**src/include/crb_pkg.sv**
```systemverilog
// Constants and carrier types for the conversion result register bank
package crb_pkg;

  // ==========================================================================
  // Widths
  localparam int RES_W  = 10;
  localparam int ADDR_W = 8;
  localparam int REG_W  = 8;

  // ==========================================================================
  // Register offsets
  localparam logic [7:0] ADDR_LO_FIRST  = 8'h04;
  localparam logic [7:0] ADDR_LO_UPPER  = 8'h05;
  localparam logic [7:0] ADDR_SUPPLY_HI = 8'h06;
  localparam logic [7:0] ADDR_ONCHIP_HI = 8'h07;
  localparam logic [7:0] ADDR_FIRST_HI  = 8'h08;
  localparam logic [7:0] ADDR_IN2_HI    = 8'h09;
  localparam logic [7:0] ADDR_IN3_HI    = 8'h0a;
  localparam logic [7:0] ADDR_IN4_HI    = 8'h0b;
  localparam logic [7:0] ADDR_IN5_HI    = 8'h0c;
  localparam logic [7:0] ADDR_IN8_HI    = 8'h0f;

  // ==========================================================================
  // Field positions and reset values
  localparam int         HI_MSB_POS  = 9;
  localparam int         HI_LSB_POS  = 2;
  localparam int         SLICE_W     = 2;
  localparam logic [7:0] LO_RST      = 8'h00;
  localparam logic [7:0] HI_RST      = 8'h00;
  localparam logic [7:0] UNMAPPED_RD = 8'h00;

  // ==========================================================================
  // Input-pair select codes
  localparam logic [1:0] SEL_INPUTS = 2'h0;
  localparam logic [1:0] SEL_REMOTE = 2'h2;

  // ==========================================================================
  // Carriers
  typedef enum logic [3:0] {
    CH_REMOTE = 4'h0,
    CH_IN1    = 4'h1,
    CH_IN2    = 4'h2,
    CH_IN3    = 4'h3,
    CH_IN4    = 4'h4,
    CH_IN5    = 4'h5,
    CH_IN6    = 4'h6,
    CH_IN7    = 4'h7,
    CH_IN8    = 4'h8,
    CH_SUPPLY = 4'h9,
    CH_ONCHIP = 4'ha
  } crb_chan_type;

  typedef struct packed {
    crb_chan_type     chan;
    logic [RES_W-1:0] data;
  } crb_result_type;

  typedef struct packed {
    logic [ADDR_W-1:0] addr;
    logic              rdEn;
    logic              wrEn;
    logic [REG_W-1:0]  wrData;
  } crb_req_type;

endpackage : crb_pkg

```
**src/rtl/crb_result_bank.sv**
```systemverilog
// Read-only bank of conversion result registers
`timescale 1ns/1ps

// Notes on behaviour
// - Register 04h holds low slices: inputs two to four in D2..D7, first slot in D0..D1.
// - First slot low bits come from the remote sensor or input one per the pair select.
// - Register 05h holds the low slices of inputs five to eight in ascending order from D0.
// - In each slice result bit 0 sits in the even position and bit 1 in the odd one above.
// - Register 06h holds the supply reading's upper bits, loaded with a measurement.
// - Register 07h holds the upper bits of the twos complement on-chip temperature.
// - Register 08h holds the upper bits of the remote temperature or of input one.
// - Register 09h holds input two's upper bits, completed by D2..D3 of 04h.
// - Register 0Ah holds input three's upper bits, completed by D4..D5 of 04h.
// - Register 0Bh holds input four's upper bits, completed by D6..D7 of 04h.
// - Register 0Ch holds input five's upper bits, completed by D0..D1 of 05h.
// - Upper-bit registers of inputs five to eight sit at 0Ch through 0Fh.
// - Every register of the bank but the supply one clears to zero at reset.
// - Select code 00 picks input one, 10 the remote sensor; input two is stored under every code; 01 and 11 are not used.
module crb_result_bank #(
  parameter int RES_W = crb_pkg::RES_W
) (
  input  wire logic                         core_clk,
  input  wire logic                         rstn,
  input  wire logic                         resultValid,
  input  wire crb_pkg::crb_result_type      result,
  input  wire logic [1:0]                   inputPairSelect,
  input  wire logic [crb_pkg::RES_W-1:0]    supplyInit,
  input  wire crb_pkg::crb_req_type         req,
  output logic [crb_pkg::REG_W-1:0]         regRdData_r,
  output logic                              regRdValid_r,
  output logic                              firstSlotRemote_r
);

  // ==========================================================================
  // Elaboration check
  if (RES_W != crb_pkg::RES_W)
  begin : g_bad_width
    $error("crb_result_bank serves only the ten-bit result width");
  end

  // ==========================================================================
  // Storage
  localparam int HI_N = 10;

  logic [crb_pkg::REG_W-1:0] loFirst_r;
  logic [crb_pkg::REG_W-1:0] loUpper_r;
  logic [crb_pkg::REG_W-1:0] hiReg_r [HI_N];
  logic [crb_pkg::REG_W-1:0] supplyHi_r;

  logic       selRemote;
  logic       selInputs;
  logic       firstHit;
  logic       loFirstHit;
  logic       loUpperHit;
  logic [1:0] slicePos;
  logic       hiHit;
  logic [3:0] hiIdx;
  logic [crb_pkg::REG_W-1:0] hiByte;
  logic [1:0] loBits;

  // ==========================================================================
  // Result decode
  assign selRemote = (inputPairSelect == crb_pkg::SEL_REMOTE);
  assign selInputs = (inputPairSelect == crb_pkg::SEL_INPUTS);
  // Undefined select codes freeze the first slot instead of guessing a source
  assign firstHit  = resultValid
                   && ((result.chan == crb_pkg::CH_REMOTE && selRemote)
                    || (result.chan == crb_pkg::CH_IN1 && selInputs));
  assign hiByte    = result.data[crb_pkg::HI_MSB_POS:crb_pkg::HI_LSB_POS];
  assign loBits    = result.data[crb_pkg::SLICE_W-1:0];

  always_comb
  begin
    loFirstHit = 1'b0;
    loUpperHit = 1'b0;
    slicePos   = 2'h0;
    hiHit      = 1'b0;
    hiIdx      = 4'h0;
    unique case (result.chan)
      crb_pkg::CH_REMOTE, crb_pkg::CH_IN1:
      begin
        loFirstHit = firstHit;
        slicePos   = 2'h0;
        hiHit      = firstHit;
        hiIdx      = 4'h2;
      end
      crb_pkg::CH_IN2, crb_pkg::CH_IN3, crb_pkg::CH_IN4:
      begin
        loFirstHit = resultValid;
        slicePos   = 2'(result.chan - crb_pkg::CH_IN1);
        hiHit      = resultValid;
        hiIdx      = 4'(result.chan + 4'h1);
      end
      crb_pkg::CH_IN5, crb_pkg::CH_IN6, crb_pkg::CH_IN7, crb_pkg::CH_IN8:
      begin
        loUpperHit = resultValid;
        slicePos   = 2'(result.chan - crb_pkg::CH_IN5);
        hiHit      = resultValid;
        hiIdx      = 4'(result.chan + 4'h1);
      end
      crb_pkg::CH_ONCHIP:
      begin
        hiHit = resultValid;
        hiIdx = 4'h1;
      end
      default:
      begin
        hiHit = 1'b0;
      end
    endcase
  end

  // ==========================================================================
  // Low-slice registers
  always_ff @(posedge core_clk)
  begin
    if (!rstn)
    begin
      loFirst_r <= crb_pkg::LO_RST;
    end
    else if (loFirstHit)
    begin
      loFirst_r[2*slicePos +: 2] <= loBits;
    end
  end

  always_ff @(posedge core_clk)
  begin
    if (!rstn)
    begin
      loUpper_r <= crb_pkg::LO_RST;
    end
    else if (loUpperHit)
    begin
      loUpper_r[2*slicePos +: 2] <= loBits;
    end
  end

  // ==========================================================================
  // Upper-bit registers; slot 0 of the array is unused, supply has its own
  always_ff @(posedge core_clk)
  begin
    if (!rstn)
    begin
      for (int i = 0; i < HI_N; i++)
      begin
        hiReg_r[i] <= crb_pkg::HI_RST;
      end
    end
    else if (hiHit)
    begin
      hiReg_r[hiIdx] <= hiByte;
    end
  end

  // Held in reset with a live measurement so it never reads a cleared value
  always_ff @(posedge core_clk)
  begin
    if (!rstn)
    begin
      supplyHi_r <= supplyInit[crb_pkg::HI_MSB_POS:crb_pkg::HI_LSB_POS];
    end
    else if (resultValid && result.chan == crb_pkg::CH_SUPPLY)
    begin
      supplyHi_r <= hiByte;
    end
  end

  always_ff @(posedge core_clk)
  begin
    if (!rstn)
    begin
      firstSlotRemote_r <= 1'b0;
    end
    else if (firstHit)
    begin
      firstSlotRemote_r <= (result.chan == crb_pkg::CH_REMOTE);
    end
  end

  // ==========================================================================
  // Register read port; writes are accepted and dropped
  always_ff @(posedge core_clk)
  begin
    if (!rstn)
    begin
      regRdData_r  <= crb_pkg::UNMAPPED_RD;
      regRdValid_r <= 1'b0;
    end
    else
    begin
      regRdValid_r <= req.rdEn;
      if (req.rdEn)
      begin
        if (req.addr == crb_pkg::ADDR_LO_FIRST)
          regRdData_r <= loFirst_r;
        else if (req.addr == crb_pkg::ADDR_LO_UPPER)
          regRdData_r <= loUpper_r;
        else if (req.addr == crb_pkg::ADDR_SUPPLY_HI)
          regRdData_r <= supplyHi_r;
        else if (req.addr >= crb_pkg::ADDR_ONCHIP_HI && req.addr <= crb_pkg::ADDR_IN8_HI)
          regRdData_r <= hiReg_r[4'(req.addr - crb_pkg::ADDR_SUPPLY_HI)];
        else
          regRdData_r <= crb_pkg::UNMAPPED_RD;
      end
    end
  end
endmodule : crb_result_bank

```
**config.mk**
```make
export PLATFORM = sky130hd
export DESIGN_NAME = crb_result_bank
export DESIGN_NICKNAME = d
export VERILOG_FILES = /design/src/include/crb_pkg.sv /design/src/rtl/crb_result_bank.sv
export SDC_FILE = /design/constraint.sdc
export NUM_CORES = 1
export LEC_CHECK = 0
export BUFFER_PORTS_ARGS = -buffer_cell sky130_fd_sc_hd__buf_4
export CAP_MARGIN = 15
export CORE_MARGIN = 2
export CORE_UTILIZATION = 40
export DETAILED_ROUTE_END_ITERATION = 10
export PLACE_DENSITY_LB_ADDON = 0.3
export SLEW_MARGIN = 10
export SYNTH_ARGS = -nofsm -noshare
export SYNTH_HDL_FRONTEND = slang
export SYNTH_SLANG_ARGS = --single-unit
export TNS_END_PERCENT = 1
```
**constraint.sdc**
```tcl
create_clock -name core_clk -period 3.3 [get_ports core_clk]
set_input_delay 0.165 -clock core_clk [delete_from_list [all_inputs] [get_ports core_clk]]
set_output_delay 0.165 -clock core_clk [all_outputs]
set_load 0.05 [all_outputs]
```
# Yosys cells after proc, flatten, opt, wreduce, memory -nomap -nowiden
# Memory sizes are Yosys's and may differ from the RTL's.
# Index checks and enable logic that the tools add are counted.
word_totals:
  reg_bits: 34
  ram_bits: 80
  output_inout_bits: 10
  wordCells: 65
  mem_count: 1
op_classes:
  addsub: 5
  order_cmp: 2
  n_eq_ne: 15
  n_shift: 2
  mux: 20
  reduce_logical: 14
memory_table:
  columns: ["memory", "words", "word_bits", "rd", "rd_clocked_by_memory_dff", "wr", "line_no", "rtl"]
  rows:
  - ["hiReg_r", 10, 8, 1, 0, 10, "crb_result_bank.sv:47", "logic [crb_pkg::REG_W-1:0] hiReg_r [HI_N];"]
op_table:
  columns: ["op", "n"]
  rows:
  - ["2-to-1 mux 8 bit", 7]
  - ["negator 3 -> 34 bit", 1]
  - ["variable shift 2 x 34 -> 8 bit (first input constant)", 1]
  - ["indexed part select 2 x 34 -> 8 bit", 1]
  - ["== test 8 x 3 -> 1 bit (second input constant)", 3]
  - ["bitwise mux 8 bit", 2]
  - ["== test 4 x 3 -> 1 bit (second input constant)", 4]
  - ["OR reduction 8 bit", 2]
  - ["== test 4 bit (second input constant)", 3]
  - ["case mux 4 bit (3 select lines)", 1]
  - ["== test 4 x 2 -> 1 bit (second input constant)", 2]
  - ["greater-or-equal comparator 8 x 3 -> 1 bit (second input constant)", 1]
  - ["<= comparator 8 x 4 -> 1 bit (second input constant)", 1]
  - ["OR reduction 7 bit", 1]
  - ["2-to-1 mux 1 bit", 6]
  - ["logical AND 1 bit", 5]
  - ["adder 4 x 1 -> 4 bit (second input constant)", 1]
  - ["== test 4 x 1 -> 1 bit (second input constant)", 1]
  - ["zero test 4 bit", 1]
  - ["2-to-1 mux 4 bit", 1]
  - ["case mux 1 bit (2 select lines)", 2]
  - ["case mux 2 bit (2 select lines)", 1]
  - ["OR reduction 4 bit", 1]
  - ["subtractor 2 x 1 -> 2 bit (second input constant)", 2]
  - ["7 further kinds", 7]

# Logic depth before layout (Yosys ltp)
# Gate-level depths: netlist of the first run.
depth:
  depth_word: 10
  depth_mapped: 14

# Worst setup path after synthesis of the first run
# Ideal clock, no wire load.
synth_path:
  kind: "input to register"
  start: "input result[10] (netlist bit)"
  end: "memory hiReg_r[9][0] (netlist bit) (enable)"
  setup_ns: 0.398
  arrival_time_ns: 2.223
  t_required_ns: 2.902
  setup_slack_ns: 0.679
  cell_stages: 6
  n_path_buf: 1
  cell_sequence: "ha_1 -> clkbuf_1 -> nor2_1 -> a211oi_2 -> a21oi_2 -> o41ai_1"
synth_rtl:
  columns: ["element", "line_no", "rtl"]
  rows:
  - ["from (decl)", "crb_result_bank.sv:25", "input wire crb_pkg::crb_result_type result,"]
  - ["to (decl)", "crb_result_bank.sv:47", null]

==> results.yml, run 1 <==
setup_path:
  worstPathMaxFanout: 11
  crit_type: "in2reg"
  worstPathRequired_ns: 3.36
  rr_startpoint: "supplyHi_r[5]"
  reg2reg_slack_ns: 1.49
  startpoint: "result[10]"
  cp-start-kind: "input port"
  r2r-end: "regRdData_r[5]"
  worstPathArrival_ns: 2.47
  cp-end-kind: "flop"
  r2r_cells: 5
logic_synthesis:
  synth-main-ff-cell: "edfxtp_1"
  syn_inst: 639
  synth_common_cells: "136 x edfxtp_1, 85 x nor2_1, 57 x nand2_1"
  ys_seq_area_frac: 0.586
  ys_types: 74
  post-synth-top-count-cell: "edfxtp_1"
  syn_area_um2: 7850
  syn_nets: 695
  syn_avg_cell_area_um2: 12.3
  yosysWarnings: 0
  synth_area_leaders: "edfxtp_1 52%, dfxtp_1 6.6%, mux4_2 4.6%"
  yosys.area.top_type: "edfxtp_1"
  synth-edff-count: 136
  async_flop_share: 0
  synth_seq_cells: 162
  synth_top_area_frac: 0.520
timing:
  period_needed_ns: 2.40
  setup_viol: 0
  worst_slew_pin_slew_ns: 1.02
  rsz0062_at_grt: "false"
  max_freq_ghz: 0.416
  whs_ns: 0.0373
  slew_headroom: 0.318
  finClkSkew_ns: 0.00628
  fin_crit_sh: 0.728
  final_max_slew_viol_count: 0
  hold_viol: 0
  setup_tns_ns: 0
layout:
  multi_input_area_um2: 2990
  n_antenna_cell: 0
  drive_gt1_frac: 0.214
  nets: 750
  syn_to_final_growth_pct: 15.4
  fillers: 1730
  seqCellArea_um2: 4600
route:
  vias: 5449
  wl_per_cell_um: 20.8
  viasPerCell: 5.61
  ant_nets: 0
  firstDrtPassIters: 5
  drc_errors: 0
  drt_iter0_drc: 672
  drt-total-wl_mm: 20.2
floorplan:
  die_y_um: 144
  coreArea_um2: 19300
  die_area_um2: 20800
  fp.dieW_um: 144
  initial_core_util: 0.406
  row_count: 51
  ios: 57
clocking:
  cts-buffers-inserted: 17
  clk_path_buf_depth: 2
  cts-root-buf: "clkbuf_16"
  clock_sinks: 162
  ctsResizeCount: 0
  h-tree-depth: 4
  ctsHoldBuffers: 0
  clk_latency_ns: 0.43
  cts_setup_buffers: 0
  cts_tree: "done"
  clkTransAtPathRegs_ns: 0.06
pwr:
  ir_worst_vdd_v: 0.000325
  total_power_w: 0.00469
  leakage_nw: 3.12
  powerDensity_nw_per_um2: 518
placement:
  gp_congestion: 0.845
  hpwl_mm: 14.0
  numPortBuffers: 45
outcome:
  status: "finished, final reports clean"
grt:
  grt_max_degree: 75
  overflow: 0
  grt_pass1_vias: 5383
  grt_pass1_wl_mm: 30.9
  antenna_found_initial: 0
  groute.usage.overall: 0.204
hold_path:
  whs_path_depth: 2
  hold_class: "in2reg"
  hp-start: "supplyInit[3]"
  whs_endpoint: "supplyHi_r[1]"
job:
  max_cap_viol_count: 0
[worst max-delay path, cell delays in order]
cell     delay [ns]
buf_4          0.14
ha_1           0.31
or3_1          0.43
a21o_1         0.34
a21oi_2        0.40
nand4_1        0.21
nand2_1        0.47
[cell usage in the layout (no fill, tap or decap), drive strengths merged, types with 3 or more instances in the layout]
master	synthesis	routed
and2b	3	3
or4	3	3
edfxtp	136	136
nor2b	23	23
o21ai	22	22
nand4	11	11
mux2i	30	30
or3	4	4
and3b	4	4
inv	15	18
a21o	5	5
mux2	18	18
ha	9	9
and2	6	6
nor2	85	85
nor3	9	9
o211ai	7	7
a211oi	8	8
nand3	22	22
nand2	57	57
clkinv	0	6
buf	12	68
mux4	16	16
a31oi	9	9
o2111ai	5	5
a2111oi	4	4
clkbuf	20	19
nor4	3	3
a21oi	16	16
nand2b	5	5
dfxtp	26	26
a22oi	9	9
and3	4	4
o21a	3	3
[layer usage]
metal / vias to the layer above / share of wire / global-route usage
li1: 2518 / - / -
met1: 2693 / 0.41 / 0.262
met2: 204 / 0.49 / 0.336
met3: 34 / 0.072 / 0.0454
met4: 0 / 0.026 / 0.0846
met5: - / 0 / 0
[logic make-up (layout without fill, tap and decap cells)]
logic type / after synthesis / in the layout / share of synthesized area
adder cells (fa/ha/maj): 9 / 9 / 0.0143
buffers and inverters: 47 / 115 / 0.0336
flip-flops: 162 / 162 / 0.586
XOR/XNOR: 3 / 3 / 0.00526
multiplexers: 64 / 64 / 0.110
AND/OR/NAND/NOR: 246 / 246 / 0.152
AO/OA/AOI/OAI: 108 / 108 / 0.0988
[worst max path at each step]
| stage | slack [ns] | to | depth (start not counted) |
|---|---|---|---|
| after detailed placement | 0.45 | hiReg_r[8][5] | 7 |
| after floorplan | 0.68 | hiReg_r[9][0] | 6 |
| after global placement | 0.55 | hiReg_r[8][5] | 7 |
| after CTS | 0.90 | hiReg_r[8][7] | 7 |
| after global routing | 0.73 | loFirst_r[4] | 14 |
| final | 0.90 | hiReg_r[8][7] | 7 |
[final cells by class]
class                      count  area share
clock buffer                  19      0.0478
clock inverter                13      0.0146
inverter                      15     0.00622
multi-input combinational    430       0.330
sequential                   162       0.508
tap                          265      0.0366
timing repair buffer          68      0.0564
[power breakdown]
part	switching (W)	total [W]	internal [W]
Sequential	0.0000249	0.00231	0.00229
Clock	0.000794	0.00190	0.00111
Combinational	0.000295	0.000475	0.000179
Total	0.00111	0.00469	0.00358
[flip-flops by register name, indices dropped and copies added, names as in the netlist]
signal / count
supplyHi_r: 8
loUpper_r: 8
regRdValid_r: 1
firstSlotRemote_r: 1
loFirst_r: 8
hiReg_r: 128
regRdData_r: 8
[stage by stage]
step / utilization / instances / setup slack [ns] / area, um^2
after CTS: 0.469 / 972 / 0.903 / 9060
after detailed placement: 0.439 / 940 / 0.453 / 8490
after global placement: 0.439 / 940 / 0.549 / 8490
after floorplan: - / 639 / 0.679 / 7850
after global routing: 0.469 / 972 / 0.732 / 9060
final: 0.469 / 972 / 0.899 / 9060
(Power assumes the default switching activity.)
==> run 2, diff against run 1 <==
==> constraint.sdc (replaced) <==
create_clock -name core_clk -period 1.9 [get_ports core_clk]
set_input_delay 0.095 -clock core_clk [delete_from_list [all_inputs] [get_ports core_clk]]
set_output_delay 0.095 -clock core_clk [all_outputs]
set_load 0.05 [all_outputs]
==> run 2 against run 1 <==
Net effect:
- global-route usage rose by 1.2 points
- sequential share of layout area down 6.1 points
- largest power group unchanged
- routed wire length up 7.2%
- combinational power rose by 140%
- clock skew grew 0.0032 ns
==> results.yml, run 2 (synthesis results as in run 1) <==
outcome:
  status: "finished, final reports clean"
timing:
  fin_ws_ns: 0.0354
  setup_viol: 0
  worst_slew_pin_slew_ns: 0.621
  fin_crit_sh: 0.981
  period_needed_ns: 1.86
  max_freq_ghz: 0.536
  final_max_slew_viol_count: 0
  finClkSkew_ns: 0.00945
  setup_tns_ns: 0
  rsz0062_at_grt: "true"
  hold_viol: 0
  slew_headroom: 0.585
placement:
  numPortBuffers: 45
  pre_cts_ws_ns: -0.545
  gp_congestion: 0.876
  hpwl_mm: 15.9
grt:
  antenna_found_initial: 0
  grt_max_degree: 47
  grt_pass1_vias: 5883
  grt_pass1_wl_mm: 33.1
  overflow: 0
  groute.usage.overall: 0.216
clocking:
  h-tree-depth: 4
  clk_path_buf_depth: 2
  clkTransAtPathRegs_ns: 0.07
  clock_sinks: 162
  cts-buffers-inserted: 17
  cts_tree: "done"
  clk_latency_ns: 0.43
  cts_setup_buffers: 0
  cts-root-buf: "clkbuf_16"
layout:
  n_antenna_cell: 0
  syn_to_final_growth_pct: 31.2
  layout_common_cells: "156 x buf_4, 136 x edfxtp_1, 83 x nor2_1"
  layout_commonest_cell: "buf_4"
  largest_register_ffs: 128
  nets: 862
  drive_gt1_frac: 0.354
  max_flop_register: "hiReg_r"
route:
  wl_per_cell_um: 20.0
  drt-total-wl_mm: 21.7
  drt_iter0_drc: 668
  ant_nets: 0
  viasPerCell: 5.47
  vias: 5928
  drc_errors: 0
  firstDrtPassIters: 7
setup_path:
  cp-start-kind: "input port"
  worstPathRequired_ns: 2.26
  slowest_delay_ns: 0.39
  worstPathArrival_ns: 2.22
  crit_chain: "buf_4, inv_2, ha_4, or3_4, a21o_4, buf_4, nand2_1, ha_1, nor2_2, nand2_2, a21oi_2, mux2i_1, nor2b_1"
  slowest_stage: "or3_4"
  cp-end-kind: "flop"
  crit_family: "simple AND/OR/NAND/NOR gates"
  worstPathMaxFanout: 7
  crit_type: "in2reg"
  crit_path_frequent_cell: "buf_4"
  crit_buf_inv: 3
pwr:
  powerDensity_nw_per_um2: 831
  ir_worst_vdd_v: 0.000484
  leakage_nw: 3.77
floorplan:
  ios: 57
  row_count: 51
  fp.dieW_um: 144
  die_area_um2: 20800
  die_y_um: 144
  coreArea_um2: 19300
  initial_core_util: 0.406
job:
  max_cap_viol_count: 0
hold_path:
  hold_class: "in2reg"
run 2: cell count changes in the layout (fill, tap and decap cells not counted), moves of 4 or more:
| cell | previous run | this run |
|---|---|---|
| nand2_1 | 57 | 46 |
| buf_12 | 0 | 10 |
| nor3_4 | 0 | 4 |
| buf_4 | 68 | 156 |
| nand2_2 | 0 | 11 |
| nor3_1 | 9 | 2 |
| a21oi_1 | 15 | 11 |
| dlygate4sd3_1 | 0 | 13 |
run 2: final timing paths:
path                 start             end  slack, ns  depth (start not counted)
max             result[11]    loFirst_r[5]       0.04                         13
min              result[8]   supplyHi_r[6]       0.02                          2
max reg2reg  hiReg_r[0][3]  regRdData_r[3]       0.04                          6
min reg2reg   loFirst_r[6]    loFirst_r[6]       0.48                          2
run 2: per-stage QoR:
step	instance area (um^2)	util	power, W	instances	hold WS, ns
4_1_cts	10200	0.528	0.00856	1084	0.00643
6_report	10300	0.533	0.00856	1084	0.0213
2_1_floorplan	7960	-	0.00465	639	0.281
5_1_grt	10300	0.533	0.00883	1084	0.00700
3_5_place_dp	9450	0.489	0.00514	1039	0.401
3_3_place_gp	9450	0.489	0.00512	1039	0.401
run 2: area by class of cell:
type	instances	area (um^2)
Tap cell	265	332
Clock inverter	15	168
Sequential cell	162	4600
Timing Repair Buffer	180	1510
Inverter	15	56.3
Multi-Input combinational cell	430	3210
Fill cell	1657	9030
Clock buffer	17	425
run 2: layer usage:
metal  part of all wire  track usage  wire length, um  up-vias
li1                   -            -                -     2750
met1               0.41        0.277             8860     2918
met2               0.50        0.361            10900      224
met3              0.062       0.0407             1350       36
met4              0.027       0.0888              592        0
met5                  0            0                0        -
run 2: where the power goes:
group          internal, W  switching, W
sequential         0.00397     0.0000461
clock              0.00187       0.00155
combinational     0.000510      0.000611
run 2: repair_timing:
| action | CTS | global route |
|---|---|---|
| hold endpoints to repair | 13 | 0 |
| hold buffers | 13 | 0 |
| gates resized for setup | 9 | 19 |
| endpoints found under the setup margin | 31 | 72 |
| pin swaps | 0 | 2 |
run 2: worst register-to-register path, stage by stage (launching register included):
cell and delay, ns:
edfxtp_1 0.37, mux2i_1 0.32, buf_4 0.18, a22oi_1 0.07, a2111oi_2 0.46, or4_1 0.24
a31oi_1 0.10
==> run 3, diff against run 2 <==
--- a/config.mk
+++ b/config.mk
@@ -7,7 +7,8 @@
 export LEC_CHECK = 0
 export BUFFER_PORTS_ARGS = -buffer_cell sky130_fd_sc_hd__buf_4
 export CAP_MARGIN = 15
-export CORE_MARGIN = 2
+export CORE_ASPECT_RATIO = 1.25
+export CORE_MARGIN = 3
 export CORE_UTILIZATION = 40
 export DETAILED_ROUTE_END_ITERATION = 10
 export PLACE_DENSITY_LB_ADDON = 0.3
==> run 3 against run 2 <==
Net effect:
- maximum frequency up 1.6%
- count of clock-buffer cells in the layout is 1 higher
- die area increased by 2.8%
- critical endpoint is now hiReg_r[8][4]
- largest cell class unchanged
==> results.yml, run 3 (synthesis results as in run 1) <==
outcome:
  status: "finished, final reports clean"
grt:
  grt_pass1_vias: 5995
  groute.usage.overall: 0.204
  use_met2: 0.369
  grtUsageMet3: 0.0402
  grt.busiest_layer: "met2"
  overflow: 0
  grt_util_met1: 0.236
  grt_pass1_wl_mm: 33.0
  antenna_found_initial: 0
  grt_max_degree: 47
floorplan:
  fp.dieW_um: 131
  coreArea_um2: 19000
  row_count: 56
  die_y_um: 163
  ios: 57
  initial_core_util: 0.413
  die_area_um2: 21400
route:
  viasPerCell: 5.47
  ant_nets: 0
  drt_iter0_drc: 454
  wl_per_cell_um: 19.9
  firstDrtPassIters: 5
  drc_errors: 0
  vias: 5841
  drt-total-wl_mm: 21.3
timing:
  fin_crit_sh: 0.965
  finClkSkew_ns: 0.00711
  rsz0062_at_grt: "true"
  max_freq_ghz: 0.545
  worst_slew_pin_slew_ns: 0.529
  whs_ns: 0.0161
  hold_viol: 0
  setup_viol: 0
  period_needed_ns: 1.83
  final_max_slew_viol_count: 0
  slew_headroom: 0.638
clocking:
  cts-buffers-inserted: 17
  clk_latency_ns: 0.44
  clk_path_buf_depth: 2
  cts-root-buf: "clkbuf_16"
  h-tree-depth: 4
  clkTransAtPathRegs_ns: 0.07
  clock_sinks: 162
  cts_tree: "done"
  cts_setup_buffers: 0
job:
  max_cap_viol_count: 0
layout:
  instances_no_fill: 1068
  drive_gt1_frac: 0.321
  nets: 850
  post-route-util: 0.533
  largest_register_ffs: 128
  syn_to_final_growth_pct: 28.8
  layout_commonest_cell: "buf_4"
  n_antenna_cell: 0
  layout_common_cells: "139 x buf_4, 136 x edfxtp_1, 84 x nor2_1"
  max_flop_register: "hiReg_r"
hold_path:
  hold_class: "in2reg"
setup_path:
  cp-end-kind: "flop"
  worstPathRequired_ns: 2.02
  cp-start-kind: "input port"
  worstPathMaxFanout: 8
  worstPathArrival_ns: 1.96
  reg2reg_slack_ns: 0.10
  crit_type: "in2reg"
placement:
  numPortBuffers: 45
  hpwl_mm: 15.7
  gp_congestion: 0.914
  placed_cells: 1019
pwr:
  powerDensity_nw_per_um2: 829
  ir_worst_vdd_v: 0.000614
  leakage_nw: 3.66
[run 3: worst max-delay path, cell delays in order]
cell and delay (ns):
buf_4 0.13, ha_2 0.18, or3_4 0.40, a21o_4 0.24, buf_4 0.14, a21oi_4 0.23, nand4_1 0.27, nand2_2 0.26
[run 3: layer usage]
layer | vias to the layer above | part of all wire
met3 | 49 | 0.041
met5 | - | 0
met2 | 184 | 0.53
met1 | 2891 | 0.40
li1 | 2717 | -
met4 | 0 | 0.035
[run 3: worst paths after layout]
check | start | to | depth (start not counted)
hold reg to reg | loUpper_r[6] | loUpper_r[6] | 2
setup / recovery | result[10] | hiReg_r[8][4] | 8
setup reg to reg | hiReg_r[4][7] | regRdData_r[7] | 4
hold / removal | result[0] | loUpper_r[6] | 3
[run 3: cell type report]
| cell class | instances | area [um^2] |
|---|---|---|
| well taps | 261 | 327 |
| clock inverters | 14 | 139 |
| flip-flops and latches | 162 | 4600 |
| repair buffers | 168 | 1450 |
| clock buffers | 18 | 429 |
| multi-input cells | 430 | 3110 |
| fillers | 1593 | 8870 |
| inverters | 15 | 56.3 |
[run 3: power breakdown]
group	internal, W	total [W]	switching (W)
sequential	0.00397	0.00401	0.0000448
combinational	0.000492	0.00107	0.000574
clock	0.00174	0.00330	0.00156
[run 3: timing repair]
item | in CTS | in global routing
endpoints found under the setup margin | 0 | 47
hold endpoints to repair | 17 | 0
hold buffers | 17 | 0
resized for setup | 0 | 7
[run 3: stage by stage]
step	worst slack [ns]	TNS, ns	cell area, um^2	total power, W
2_1_floorplan	-0.190	-19.50	7960	0.00465
3_3_place_gp	-0.291	-57.54	9340	0.00508
3_5_place_dp	-0.354	-68.68	9340	0.00510
4_1_cts	0.0954	0	10100	0.00840
5_1_grt	-0.0234	-0.495	10100	0.00866
6_report	0.0656	0	10100	0.00838
